### src/rtl/ssc_pkg.sv
package ssc_pkg;

    // Clock rate and the millisecond tick that paces every lamp timer.
    localparam int CLK_HZ = 100_000_000;
    localparam int TICK_MS = 1;
    localparam int TICK_CYCLES = CLK_HZ / 1000 * TICK_MS;

    // Lamp timing, in milliseconds.
    localparam int SHORT_ON_MS = 150;
    localparam int SHORT_OFF_MS = 150;
    localparam int PRE_PAUSE_MS = 1500;
    localparam int LONG_ON_MS = 500;
    localparam int LONG_OFF_MS = 500;
    localparam int GAP_MS = 2000;
    localparam int BLINK_HALF_MS = 250;
    localparam int POWER_ON_MS = 1000;
    localparam int MS_W = 11;

    // Flash code layout.
    localparam int PRE_FLASHES = 3;
    localparam int MAX_DIGITS = 3;
    localparam int DIGIT_W = 4;
    localparam int FLASH_W = 5;
    localparam logic [FLASH_W-1:0] ZERO_FLASHES = 5'h10;
    localparam logic [1:0] CNT_ONE = 2'h1;
    localparam logic [1:0] CNT_TWO = 2'h2;
    localparam logic [1:0] CNT_THREE = 2'h3;

    // Lamp that carries the flash code.
    localparam logic LAMP_ACTUATOR = 1'b0;
    localparam logic LAMP_INPUT = 1'b1;

    // Actuator identity width and its reset value.
    localparam int ID_W = 32;
    localparam logic [ID_W-1:0] ID_RST = 32'h0000_0000;

    typedef enum logic [2:0] {
        FL_IDLE = 3'h0,
        FL_PRE_ON = 3'h1,
        FL_PRE_OFF = 3'h3,
        FL_PAUSE = 3'h2,
        FL_DIG_ON = 3'h6,
        FL_DIG_OFF = 3'h7,
        FL_GAP = 3'h5
    } ssc_flash_state_t;

    // Number of long flashes for one digit; a zero is sent as sixteen.
    function automatic logic [FLASH_W-1:0] digitFlashes(input logic [DIGIT_W-1:0] d);
        digitFlashes = (d == 4'h0) ? ZERO_FLASHES : {1'b0, d};
    endfunction : digitFlashes

    // True for the codes that name a wiring fault.
    function automatic logic isWiringCode(input logic [1:0] n, input logic [DIGIT_W-1:0] d0,
                                          input logic [DIGIT_W-1:0] d1,
                                          input logic [DIGIT_W-1:0] d2);
        isWiringCode = (n == CNT_THREE && d0 == 4'h1 && d1 == 4'h4 && d2 == 4'h1)
            || (n == CNT_TWO && d0 == 4'h1 && (d1 == 4'hC || d1 == 4'hD))
            || (n == CNT_ONE && (d0 == 4'hE || d0 == 4'hF));
    endfunction : isWiringCode

endpackage : ssc_pkg

### src/rtl/ssc_top.sv
`timescale 1ns/100ps
`default_nettype none

// How it works
// - The first actuator seen in range is learned automatically.
// - Once learned, no other actuator is learned until power is cycled.
// - Health lamp is steady green while ready.
// - Actuator lamp is lit while the learned actuator is in range.
// - Input lamp is steady while both safety inputs are high, unless a plausibility error is held.
// - One input falling while the other stays high makes the input lamp blink.
// - A fault turns health red and plays a flash code on a chosen lamp.
// - A fault stays until power is cycled.
// - Each sequence opens with three short flashes.
// - After a longer pause, digit flashes come one per second.
// - Long flashes per group equal the digit value.
// - A code has one to three digits, each its own group.
// - Digit groups are split by a gap longer than the flash interval.
// - The sequence repeats endlessly while the fault remains.
// - Digits 1 to 15 flash their count; zero flashes sixteen times.
// - Wiring faults are codes 1.4.1, 1.12, 1.13, 14 and 15.
// - Every other code is an internal device error.
// - Chain switch-off delay adds one input delay per extra switch.
// - A plausibility error locks outputs until both inputs have been low.
// - In the safe state both safety outputs are low.
module ssc_top #(
    parameter int TICK_CYCLES = ssc_pkg::TICK_CYCLES
) (
    input wire logic ref_clk,
    input wire logic rst_b,
    input wire logic actDetect,
    input wire logic [ssc_pkg::ID_W-1:0] actId,
    input wire logic safety_in_ch1,
    input wire logic safety_in_ch2,
    input wire logic faultReport,
    input wire logic [1:0] faultDigitCount,
    input wire logic [ssc_pkg::DIGIT_W-1:0] faultDigit0,
    input wire logic [ssc_pkg::DIGIT_W-1:0] faultDigit1,
    input wire logic [ssc_pkg::DIGIT_W-1:0] faultDigit2,
    input wire logic faultLamp,
    output logic healthLedGreen,
    output logic healthLedRed,
    output logic actuator_present_led,
    output logic input_state_led,
    output logic safetyOutCh1,
    output logic safetyOutCh2,
    output logic aux_signal_out,
    output logic learnedFlag,
    output logic wiringFault,
    output logic internalFault,
    output logic partialLock
);

    localparam logic [ssc_pkg::MS_W-1:0] POWER_ON_LAST = ssc_pkg::MS_W'(ssc_pkg::POWER_ON_MS - 1);
    localparam logic [ssc_pkg::MS_W-1:0] BLINK_LAST = ssc_pkg::MS_W'(ssc_pkg::BLINK_HALF_MS - 1);

    logic msTick;
    logic flashOn;
    logic ready_r;
    logic [ssc_pkg::MS_W-1:0] powerCnt_r;
    logic [ssc_pkg::MS_W-1:0] blinkCnt_r;
    logic blink_r;
    logic learned_r;
    logic [ssc_pkg::ID_W-1:0] learnedId_r;
    logic inRange;
    logic prevCh1_r;
    logic prevCh2_r;
    logic mismatch_r;
    logic lock_r;
    logic bothHigh;
    logic bothLow;
    logic fault_r;
    logic [1:0] codeCount_r;
    logic [ssc_pkg::DIGIT_W-1:0] code0_r;
    logic [ssc_pkg::DIGIT_W-1:0] code1_r;
    logic [ssc_pkg::DIGIT_W-1:0] code2_r;
    logic lamp_r;
    logic wiring_r;
    logic [1:0] countClamp;
    logic outCh1_r;
    logic outCh2_r;
    logic aux_r;
    logic presentLed_r;
    logic inputLed_r;

    ssc_tick_gen #(
        .CYCLES(TICK_CYCLES)
    ) u_tick (
        .ref_clk(ref_clk),
        .rst_b(rst_b),
        .tick(msTick)
    );

    // Switch-on delay after power is applied.
    always_ff @(posedge ref_clk or negedge rst_b)
    begin
        if (!rst_b)
        begin
            powerCnt_r <= '0;
            ready_r <= 1'b0;
        end
        else if (msTick && !ready_r)
        begin
            if (powerCnt_r == POWER_ON_LAST)
                ready_r <= 1'b1;
            else
                powerCnt_r <= powerCnt_r + ssc_pkg::MS_W'(1);
        end
    end

    // Blink pacing for the partial-operation display.
    always_ff @(posedge ref_clk or negedge rst_b)
    begin
        if (!rst_b)
        begin
            blinkCnt_r <= '0;
            blink_r <= 1'b0;
        end
        else if (msTick)
        begin
            if (blinkCnt_r == BLINK_LAST)
            begin
                blinkCnt_r <= '0;
                blink_r <= !blink_r;
            end
            else
            begin
                blinkCnt_r <= blinkCnt_r + ssc_pkg::MS_W'(1);
            end
        end
    end

    // Actuator teach-in: the first one seen is kept until power-on reset.
    always_ff @(posedge ref_clk or negedge rst_b)
    begin
        if (!rst_b)
        begin
            learned_r <= 1'b0;
            learnedId_r <= ssc_pkg::ID_RST;
        end
        else if (ready_r && actDetect && !learned_r)
        begin
            learned_r <= 1'b1;
            learnedId_r <= actId;
        end
    end

    assign inRange = learned_r && actDetect && (actId == learnedId_r);
    assign bothHigh = safety_in_ch1 && safety_in_ch2;
    assign bothLow = !safety_in_ch1 && !safety_in_ch2;

    // Input plausibility: mismatch on a drop, lock on a return, cleared by both low.
    always_ff @(posedge ref_clk or negedge rst_b)
    begin
        if (!rst_b)
        begin
            prevCh1_r <= 1'b0;
            prevCh2_r <= 1'b0;
            mismatch_r <= 1'b0;
            lock_r <= 1'b0;
        end
        else
        begin
            prevCh1_r <= safety_in_ch1;
            prevCh2_r <= safety_in_ch2;
            if (bothLow)
            begin
                mismatch_r <= 1'b0;
                lock_r <= 1'b0;
            end
            else
            begin
                if (prevCh1_r && prevCh2_r && (safety_in_ch1 != safety_in_ch2))
                    mismatch_r <= 1'b1;
                if (mismatch_r && bothHigh)
                    lock_r <= 1'b1;
            end
        end
    end

    assign countClamp = (faultDigitCount == 2'h0) ? ssc_pkg::CNT_ONE : faultDigitCount;

    // Fault capture: the first code is frozen until power-on reset.
    always_ff @(posedge ref_clk or negedge rst_b)
    begin
        if (!rst_b)
        begin
            fault_r <= 1'b0;
            codeCount_r <= ssc_pkg::CNT_ONE;
            code0_r <= '0;
            code1_r <= '0;
            code2_r <= '0;
            lamp_r <= ssc_pkg::LAMP_ACTUATOR;
            wiring_r <= 1'b0;
        end
        else if (faultReport && !fault_r)
        begin
            fault_r <= 1'b1;
            codeCount_r <= countClamp;
            code0_r <= faultDigit0;
            code1_r <= faultDigit1;
            code2_r <= faultDigit2;
            lamp_r <= faultLamp;
            wiring_r <= ssc_pkg::isWiringCode(countClamp, faultDigit0, faultDigit1,
                                              faultDigit2);
        end
    end

    ssc_flash_player u_player (
        .ref_clk(ref_clk),
        .rst_b(rst_b),
        .msTick(msTick),
        .playEn(fault_r),
        .digitCount(codeCount_r),
        .digit0(code0_r),
        .digit1(code1_r),
        .digit2(code2_r),
        .flashOn(flashOn)
    );

    // Safety outputs follow their input only with the learned actuator present.
    // Each switch adds one input delay, so chained devices sum their delays.
    always_ff @(posedge ref_clk or negedge rst_b)
    begin
        if (!rst_b)
        begin
            outCh1_r <= 1'b0;
            outCh2_r <= 1'b0;
            aux_r <= 1'b0;
        end
        else
        begin
            outCh1_r <= ready_r && !fault_r && inRange && !lock_r && safety_in_ch1;
            outCh2_r <= ready_r && !fault_r && inRange && !lock_r && safety_in_ch2;
            aux_r <= ready_r && !fault_r && inRange;
        end
    end

    // Lamp drive: flash code replaces normal display on the chosen lamp.
    always_ff @(posedge ref_clk or negedge rst_b)
    begin
        if (!rst_b)
        begin
            presentLed_r <= 1'b0;
            inputLed_r <= 1'b0;
        end
        else if (fault_r)
        begin
            presentLed_r <= (lamp_r == ssc_pkg::LAMP_ACTUATOR) && flashOn;
            inputLed_r <= (lamp_r == ssc_pkg::LAMP_INPUT) && flashOn;
        end
        else
        begin
            presentLed_r <= ready_r && inRange;
            if (mismatch_r || lock_r)
                inputLed_r <= ready_r && blink_r;
            else
                inputLed_r <= ready_r && bothHigh;
        end
    end

    assign healthLedGreen = ready_r && !fault_r;
    assign healthLedRed = fault_r;
    assign actuator_present_led = presentLed_r;
    assign input_state_led = inputLed_r;
    assign safetyOutCh1 = outCh1_r;
    assign safetyOutCh2 = outCh2_r;
    assign aux_signal_out = aux_r;
    assign learnedFlag = learned_r;
    assign wiringFault = fault_r && wiring_r;
    assign internalFault = fault_r && !wiring_r;
    assign partialLock = lock_r;

    chk_learn_first_id: assert property (
        @(posedge ref_clk) disable iff (!rst_b)
        $rose(learned_r) |-> learnedId_r == $past(actId) && $past(actDetect))
        else $error("Learned identity is not the first detected actuator.");

    chk_learn_locked: assert property (
        @(posedge ref_clk) disable iff (!rst_b)
        learned_r |=> learned_r && $stable(learnedId_r))
        else $error("Learned actuator changed after teach-in.");

    chk_health_green: assert property (
        @(posedge ref_clk) disable iff (!rst_b)
        healthLedGreen |-> !healthLedRed ##1 (healthLedGreen || healthLedRed))
        else $error("Green health lamp not steady or lit with a fault.");

    chk_present_led: assert property (
        @(posedge ref_clk) disable iff (!rst_b)
        (ready_r && !fault_r && inRange) |=> actuator_present_led || fault_r)
        else $error("Actuator lamp dark with learned actuator in range.");

    chk_input_steady: assert property (
        @(posedge ref_clk) disable iff (!rst_b)
        (ready_r && !fault_r && bothHigh && !mismatch_r && !lock_r) |=> input_state_led || fault_r)
        else $error("Input lamp dark with both inputs high.");

    chk_fault_sticky: assert property (
        @(posedge ref_clk) disable iff (!rst_b)
        fault_r |=> fault_r && healthLedRed && $stable(code0_r) && $stable(codeCount_r))
        else $error("Fault state or code changed before reset.");

    chk_outputs_safe: assert property (
        @(posedge ref_clk) disable iff (!rst_b)
        (!inRange || fault_r || lock_r) |=> !safetyOutCh1 && !safetyOutCh2)
        else $error("Safety output high in the safe state.");

    chk_lock_clear: assert property (
        @(posedge ref_clk) disable iff (!rst_b)
        (mismatch_r && bothHigh && !bothLow) |=> lock_r ##1 (lock_r || $past(bothLow)))
        else $error("Plausibility lock not set or cleared without both inputs low.");

endmodule : ssc_top

`default_nettype wire

### src/rtl/ssc_tick_gen.sv
`timescale 1ns/100ps
`default_nettype none

module ssc_tick_gen #(
    parameter int CYCLES = ssc_pkg::TICK_CYCLES
) (
    input wire logic ref_clk,
    input wire logic rst_b,
    output logic tick
);

    localparam int CW = $clog2(CYCLES + 1);
    localparam logic [CW-1:0] LAST = CW'(CYCLES - 1);

    logic [CW-1:0] count_r;

    // Divides the clock down to one pulse per millisecond.
    always_ff @(posedge ref_clk or negedge rst_b)
    begin
        if (!rst_b)
        begin
            count_r <= '0;
        end
        else
        begin
            count_r <= (count_r == LAST) ? '0 : count_r + CW'(1);
        end
    end

    assign tick = (count_r == LAST);

endmodule : ssc_tick_gen

`default_nettype wire

### src/rtl/ssc_flash_player.sv
`timescale 1ns/100ps
`default_nettype none

module ssc_flash_player (
    input wire logic ref_clk,
    input wire logic rst_b,
    input wire logic msTick,
    input wire logic playEn,
    input wire logic [1:0] digitCount,
    input wire logic [ssc_pkg::DIGIT_W-1:0] digit0,
    input wire logic [ssc_pkg::DIGIT_W-1:0] digit1,
    input wire logic [ssc_pkg::DIGIT_W-1:0] digit2,
    output logic flashOn
);

    ssc_pkg::ssc_flash_state_t state_r;
    logic [ssc_pkg::MS_W-1:0] msCnt_r;
    logic [ssc_pkg::MS_W-1:0] phaseMs;
    logic [ssc_pkg::FLASH_W-1:0] flashIdx_r;
    logic [1:0] digIdx_r;
    logic [ssc_pkg::DIGIT_W-1:0] digSel;
    logic phaseEnd;
    logic lastFlash;
    logic [ssc_pkg::FLASH_W-1:0] preSeen_r;
    logic [ssc_pkg::FLASH_W-1:0] digSeen_r;

    // Length of the current phase in milliseconds.
    always_comb
    begin
        case (state_r)
            ssc_pkg::FL_PRE_ON: phaseMs = ssc_pkg::MS_W'(ssc_pkg::SHORT_ON_MS);
            ssc_pkg::FL_PRE_OFF: phaseMs = ssc_pkg::MS_W'(ssc_pkg::SHORT_OFF_MS);
            ssc_pkg::FL_PAUSE: phaseMs = ssc_pkg::MS_W'(ssc_pkg::PRE_PAUSE_MS);
            ssc_pkg::FL_DIG_ON: phaseMs = ssc_pkg::MS_W'(ssc_pkg::LONG_ON_MS);
            ssc_pkg::FL_DIG_OFF: phaseMs = ssc_pkg::MS_W'(ssc_pkg::LONG_OFF_MS);
            ssc_pkg::FL_GAP: phaseMs = ssc_pkg::MS_W'(ssc_pkg::GAP_MS);
            default: phaseMs = ssc_pkg::MS_W'(1);
        endcase
    end

    assign digSel = (digIdx_r == 2'h0) ? digit0 : (digIdx_r == 2'h1) ? digit1 : digit2;
    assign phaseEnd = msTick && (msCnt_r == phaseMs - ssc_pkg::MS_W'(1));
    assign lastFlash = (flashIdx_r == ssc_pkg::digitFlashes(digSel) - 5'h01);

    // Phase timer.
    always_ff @(posedge ref_clk or negedge rst_b)
    begin
        if (!rst_b)
        begin
            msCnt_r <= '0;
        end
        else if (!playEn || state_r == ssc_pkg::FL_IDLE || phaseEnd)
        begin
            msCnt_r <= '0;
        end
        else if (msTick)
        begin
            msCnt_r <= msCnt_r + ssc_pkg::MS_W'(1);
        end
    end

    // Sequence: preamble, pause, digit groups split by gaps, then again from the preamble.
    always_ff @(posedge ref_clk or negedge rst_b)
    begin
        if (!rst_b)
        begin
            state_r <= ssc_pkg::FL_IDLE;
            flashIdx_r <= '0;
            digIdx_r <= '0;
        end
        else if (!playEn)
        begin
            state_r <= ssc_pkg::FL_IDLE;
            flashIdx_r <= '0;
            digIdx_r <= '0;
        end
        else
        begin
            case (state_r)
                ssc_pkg::FL_IDLE:
                begin
                    state_r <= ssc_pkg::FL_PRE_ON;
                    flashIdx_r <= '0;
                    digIdx_r <= '0;
                end
                ssc_pkg::FL_PRE_ON:
                begin
                    if (phaseEnd)
                        state_r <= ssc_pkg::FL_PRE_OFF;
                end
                ssc_pkg::FL_PRE_OFF:
                begin
                    if (phaseEnd)
                    begin
                        if (flashIdx_r == 5'(ssc_pkg::PRE_FLASHES - 1))
                        begin
                            state_r <= ssc_pkg::FL_PAUSE;
                            flashIdx_r <= '0;
                        end
                        else
                        begin
                            state_r <= ssc_pkg::FL_PRE_ON;
                            flashIdx_r <= flashIdx_r + 5'h01;
                        end
                    end
                end
                ssc_pkg::FL_PAUSE:
                begin
                    if (phaseEnd)
                        state_r <= ssc_pkg::FL_DIG_ON;
                end
                ssc_pkg::FL_DIG_ON:
                begin
                    if (phaseEnd)
                        state_r <= ssc_pkg::FL_DIG_OFF;
                end
                ssc_pkg::FL_DIG_OFF:
                begin
                    if (phaseEnd)
                    begin
                        if (lastFlash)
                        begin
                            state_r <= ssc_pkg::FL_GAP;
                            flashIdx_r <= '0;
                        end
                        else
                        begin
                            state_r <= ssc_pkg::FL_DIG_ON;
                            flashIdx_r <= flashIdx_r + 5'h01;
                        end
                    end
                end
                ssc_pkg::FL_GAP:
                begin
                    if (phaseEnd)
                    begin
                        if (digIdx_r == digitCount - 2'h1 || digIdx_r == 2'h2)
                        begin
                            state_r <= ssc_pkg::FL_PRE_ON;
                            digIdx_r <= '0;
                        end
                        else
                        begin
                            state_r <= ssc_pkg::FL_DIG_ON;
                            digIdx_r <= digIdx_r + 2'h1;
                        end
                    end
                end
                default:
                begin
                    state_r <= ssc_pkg::FL_IDLE;
                end
            endcase
        end
    end

    assign flashOn = (state_r == ssc_pkg::FL_PRE_ON) || (state_r == ssc_pkg::FL_DIG_ON);

    // Counts flashes seen per group for the checks below.
    always_ff @(posedge ref_clk or negedge rst_b)
    begin
        if (!rst_b)
        begin
            preSeen_r <= '0;
            digSeen_r <= '0;
        end
        else
        begin
            if (state_r == ssc_pkg::FL_PAUSE || state_r == ssc_pkg::FL_IDLE)
                preSeen_r <= '0;
            else if (state_r == ssc_pkg::FL_PRE_OFF && phaseEnd)
                preSeen_r <= preSeen_r + 5'h01;
            if (state_r == ssc_pkg::FL_GAP || state_r == ssc_pkg::FL_IDLE)
                digSeen_r <= '0;
            else if (state_r == ssc_pkg::FL_DIG_OFF && phaseEnd)
                digSeen_r <= digSeen_r + 5'h01;
        end
    end

    chk_preamble_three: assert property (
        @(posedge ref_clk) disable iff (!rst_b)
        (state_r == ssc_pkg::FL_PAUSE && $past(state_r) != ssc_pkg::FL_PAUSE)
            |-> preSeen_r == 5'h03)
        else $error("Preamble did not hold three short flashes.");

    chk_digit_flashes: assert property (
        @(posedge ref_clk) disable iff (!rst_b)
        (state_r == ssc_pkg::FL_GAP && $past(state_r) == ssc_pkg::FL_DIG_OFF)
            |-> digSeen_r == ssc_pkg::digitFlashes($past(digSel)))
        else $error("Digit group flash count does not match the digit.");

endmodule : ssc_flash_player

`default_nettype wire

### config.mk
export PLATFORM = sky130hd
export DESIGN_NAME = ssc_top
export DESIGN_NICKNAME = d
export VERILOG_FILES = /design/src/rtl/ssc_pkg.sv /design/src/rtl/ssc_top.sv /design/src/rtl/ssc_tick_gen.sv /design/src/rtl/ssc_flash_player.sv
export SDC_FILE = /design/constraint.sdc
export NUM_CORES = 1
export LEC_CHECK = 0
export CAP_MARGIN = 10
export CORE_ASPECT_RATIO = 1.1
export CORE_MARGIN = 1.5
export CORE_UTILIZATION = 58
export CTS_CLUSTER_DIAMETER = 30
export DETAILED_ROUTE_END_ITERATION = 10
export DONT_BUFFER_PORTS = 1
export PLACE_DENSITY = 0.76
export SLEW_MARGIN = 10
export SYNTH_ARGS = -nofsm -noshare
export SYNTH_HDL_FRONTEND = slang
export SYNTH_SLANG_ARGS = --single-unit
### constraint.sdc
create_clock -name ref_clk -period 3.3 [get_ports ref_clk]
set_input_delay 0.99 -clock ref_clk [delete_from_list [all_inputs] [get_ports ref_clk]]
set_output_delay 0.99 -clock ref_clk [all_outputs]
set_load 0.005 [all_outputs]
==> qor.csv <==
stage,metric,value,unit
yosys,register bit total from synthesis,121,
sta,post-layout min period,3.08,ns
cells_and_area,final-stage net count,660,
cells_and_area,Inserted Diodes,0,
cts,deepest clock path buffer count,2,
drt,Total Wirelength,12500,um
yosys,share of Yosys cell area claimed by the top area cell type,48.0,%
global_routing,largest net degree at the start of global routing,122,
cts,Post-CTS Setup Bufs,0,
place,final RePlAce weighted congestion,0.865,
sta,headroom to the max-slew limit,51.5,%
sta,unrepaired setup endpoints after global routing,false,
yosys,top post-synthesis cells by count,"dfrtp_1, xnor2_1, mux2_2",
cts,clock slew at the register clock pins of the worst setup and hold paths,0.06,ns
yosys,async set-or-reset flop fraction in the synthesized netlist,100,%
worst_setup_path,Critical R2R Capture,u_player.state_r[1],
worst_setup_path,critical path type,reg -> reg,
drt,Via density,5.89,
yosys,sequential element share of the synthesized area,48.4,%
global_routing,Congestion Overflow GR,0,
drt,detail-routed net length per standard cell,16.6,um
worst_setup_path,Critical Path Start Type,flop,
yosys,Most used DFF post-synth,dfrtp_1,
sta,final worst path period share,93.3,%
worst_setup_path,CP startpoint,u_player.digIdx_r[1],
cts,Clock Tree Root,clkbuf_16,
yosys,synthesized area per cell,10.7,um2
floorplan,I/O Pins,64,
status,outcome,"complete, no violations",
cells_and_area,layout-stage area growth over the synthesis result,12.9,%
sta,Max Fclk,325,MHz
global_routing,number of global-route vias before repair,4397,
sta,Setup Total Neg Slack,0,ns
cts,count of hold buffers inserted by post-cts repair,0,
place,worst setup timing slack at the placement stage,0.00934,ns
place,Detailed Place HPWL,8540,um
cts,count of clock tree sinks,121,
drt,Vias,4414,
yosys,number of nets produced by synthesis,652,
floorplan,starting density of the core,59.9,%
floorplan,std cell rows,39,
power,Cell Pwr Density,509,nW/um2
hold_path,class of the most critical hold timing path,in -> async,
worst_setup_path,Critical path destination,u_player.state_r[1],
yosys,cell taking the most area after synthesis,dfrtp_1,
job,max cap viols,0,
floorplan,die height,112,um
floorplan,Floorplan Core Area,10400,um2
place,number of input and output port buffers inserted,0,
drt,initial DRC count,262,
global_routing,wire length of the first global-routing pass,21500,um
worst_setup_path,data arrival time of the worst path,3.36,ns
floorplan,area of the die,11400,um2
yosys,ranking of synthesized cells by area,"dfrtp_1, mux2_2, xnor2_1, xor2_1, ha_1",
yosys,"count leader, synth",dfrtp_1,
cts,count of H-tree levels built during CTS,4,
drt,remaining number of nets flagged by the antenna check after routing,0,
cts,Resize count post-CTS,1,
sta,post-route setup slack,0.221,ns
cts,cts bufs inserted,17,
global_routing,number of antenna violations at the first check in global routing,0,
yosys,number of library cell types mapped by synthesis,64,
sta,Final Hold Fails,0,
cells_and_area,layout cells sized above 1,18.3,%
sta,max-slew violations,0,
yosys,"EDFF count, synth",0,
sta,Worst-Margin Slew,0.725,ns
worst_setup_path,setup slack of the most critical reg-to-reg path,0.22,ns
worst_setup_path,maximum fanout along the worst path,4,
drt,number of detailed-route iterations in the first pass,5,
yosys,Post-Syn Instances,585,
worst_setup_path,data required time at the worst endpoint,3.58,ns
sta,final setup skew,0.00945,ns
power,Worst IR Drop VDD,0.408,mV
floorplan,horizontal die dimension,102,um
yosys,number of warning messages in the yosys log,0,
worst_setup_path,Critical Path Sink Type,flop,
worst_setup_path,cell depth of the worst flop-to-flop path,12,
cts,clock tree from TritonCTS,built,
cts,clock insertion delay at the later pin of the skew report,0.41,ns
yosys,combined area of all synthesized cells,6250,um2
worst_setup_path,Reg-to-Reg Start,u_player.digIdx_r[1],
power,Lkg Pwr,3.11,nW
sta,Final setup viols,0,
drt,post-route DRC violation count,0,
global_routing,total track usage,24.1,%
-- power breakdown --
part / leakage, nW / total [mW] / internal [mW] / switching [mW]
Combinational: 1.20 / 0.131 / 0.0701 / 0.0613
Sequential: 1.63 / 1.54 / 1.52 / 0.0221
Clock: 0.288 / 1.92 / 1.23 / 0.691
Total: 3.11 / 3.59 / 2.82 / 0.774
-- metal layers --
layer / wire (um) / GRT usage (%)
met1: 5480 / 33.3
met2: 5940 / 36.3
met3: 843 / 7.66
met4: 189 / 7.58
met5: 0 / 0
-- worst min-delay path by stage --
stage / endpoint / slack (ns) / cells past startpoint
floorplan: blinkCnt_r[10] / 0.43 / 1
CTS: u_tick.count_r[9] / 0.26 / 0
global route: u_tick.count_r[9] / 0.25 / 0
global placement: blinkCnt_r[10] / 0.45 / 1
detailed placement: blinkCnt_r[10] / 0.45 / 1
finish: u_tick.count_r[9] / 0.27 / 0
-- worst max-delay path, cell delays in order, from the launching register on --
cell and delay (ns):
dfrtp_1 0.41, inv_1 0.10, ha_2 0.24, mux2_2 0.36
mux2i_2 0.23, ha_2 0.26, xnor2_1 0.12, a2111oi_2 0.36
a21oi_1 0.09, a211oi_2 0.26, buf_4 0.17, a21oi_1 0.06
o311a_1 0.30
-- logic make-up after synthesis --
| family | after synthesis | share of synthesized area (%) |
|---|---|---|
| adder cells (fa/ha/maj) | 14 | 2.80 |
| buffers and inverters | 39 | 2.44 |
| AND/OR/NAND/NOR | 199 | 17.2 |
| multiplexers | 55 | 9.81 |
| XOR/XNOR | 76 | 10.6 |
| AO/OA/AOI/OAI | 81 | 8.67 |
| flip-flops | 121 | 48.4 |
-- flip-flops by register name, summed over array words and instances, names as in the netlist, 2 cells and up --
name                 flops
code1_r                  4
blinkCnt_r              11
learnedId_r             32
code0_r                  4
codeCount_r              2
u_player.flashIdx_r      5
u_player.state_r         3
u_player.digIdx_r        2
u_tick.count_r          17
u_player.msCnt_r        11
powerCnt_r              11
code2_r                  4
-- cell usage in the layout, fill, tap and decap left out, types with 3 or more instances in the layout --
master / n
nor3b_1: 3
or2_2: 3
o31ai_1: 4
or3_1: 5
clkinvlp_4: 5
nor2_1: 41
and3_1: 5
o21ai_0: 21
nor2b_1: 10
clkbuf_16: 17
nand3_1: 23
mux2i_1: 4
a21oi_1: 11
nand4b_1: 4
a31oi_1: 9
inv_1: 21
ha_1: 12
o211ai_1: 4
xnor2_1: 54
nor4_1: 6
mux2_2: 50
xor2_1: 22
dfrtp_1: 120
nor3_1: 12
nand2_1: 41
bufinv_16: 3
a22o_1: 4
nand4_1: 24
and2_1: 3
buf_4: 7
-- cell type report --
cell class | count | area [um2]
repair buffers | 7 | 52.6
flip-flops and latches | 121 | 3030
fillers | 772 | 3390
multi-input cells | 425 | 3100
inverters | 21 | 78.8
clock inverters | 13 | 168
well taps | 143 | 179
clock buffers | 19 | 453
-- stage by stage --
| step | total power, mW | util [%] | area (um2) | std cells | hold WS (ns) |
|---|---|---|---|---|---|
| 2_1_floorplan | 1.66 | - | 6250 | 585 | 0.435 |
| 3_3_place_gp | 1.68 | 61.4 | 6420 | 717 | 0.453 |
| 3_5_place_dp | 1.69 | 61.4 | 6420 | 717 | 0.454 |
| 4_1_cts | 3.61 | 67.4 | 7040 | 749 | 0.263 |
| 5_1_grt | 3.71 | 67.6 | 7060 | 749 | 0.252 |
| 6_report | 3.59 | 67.6 | 7060 | 749 | 0.275 |
(Power assumes the default switching activity.)
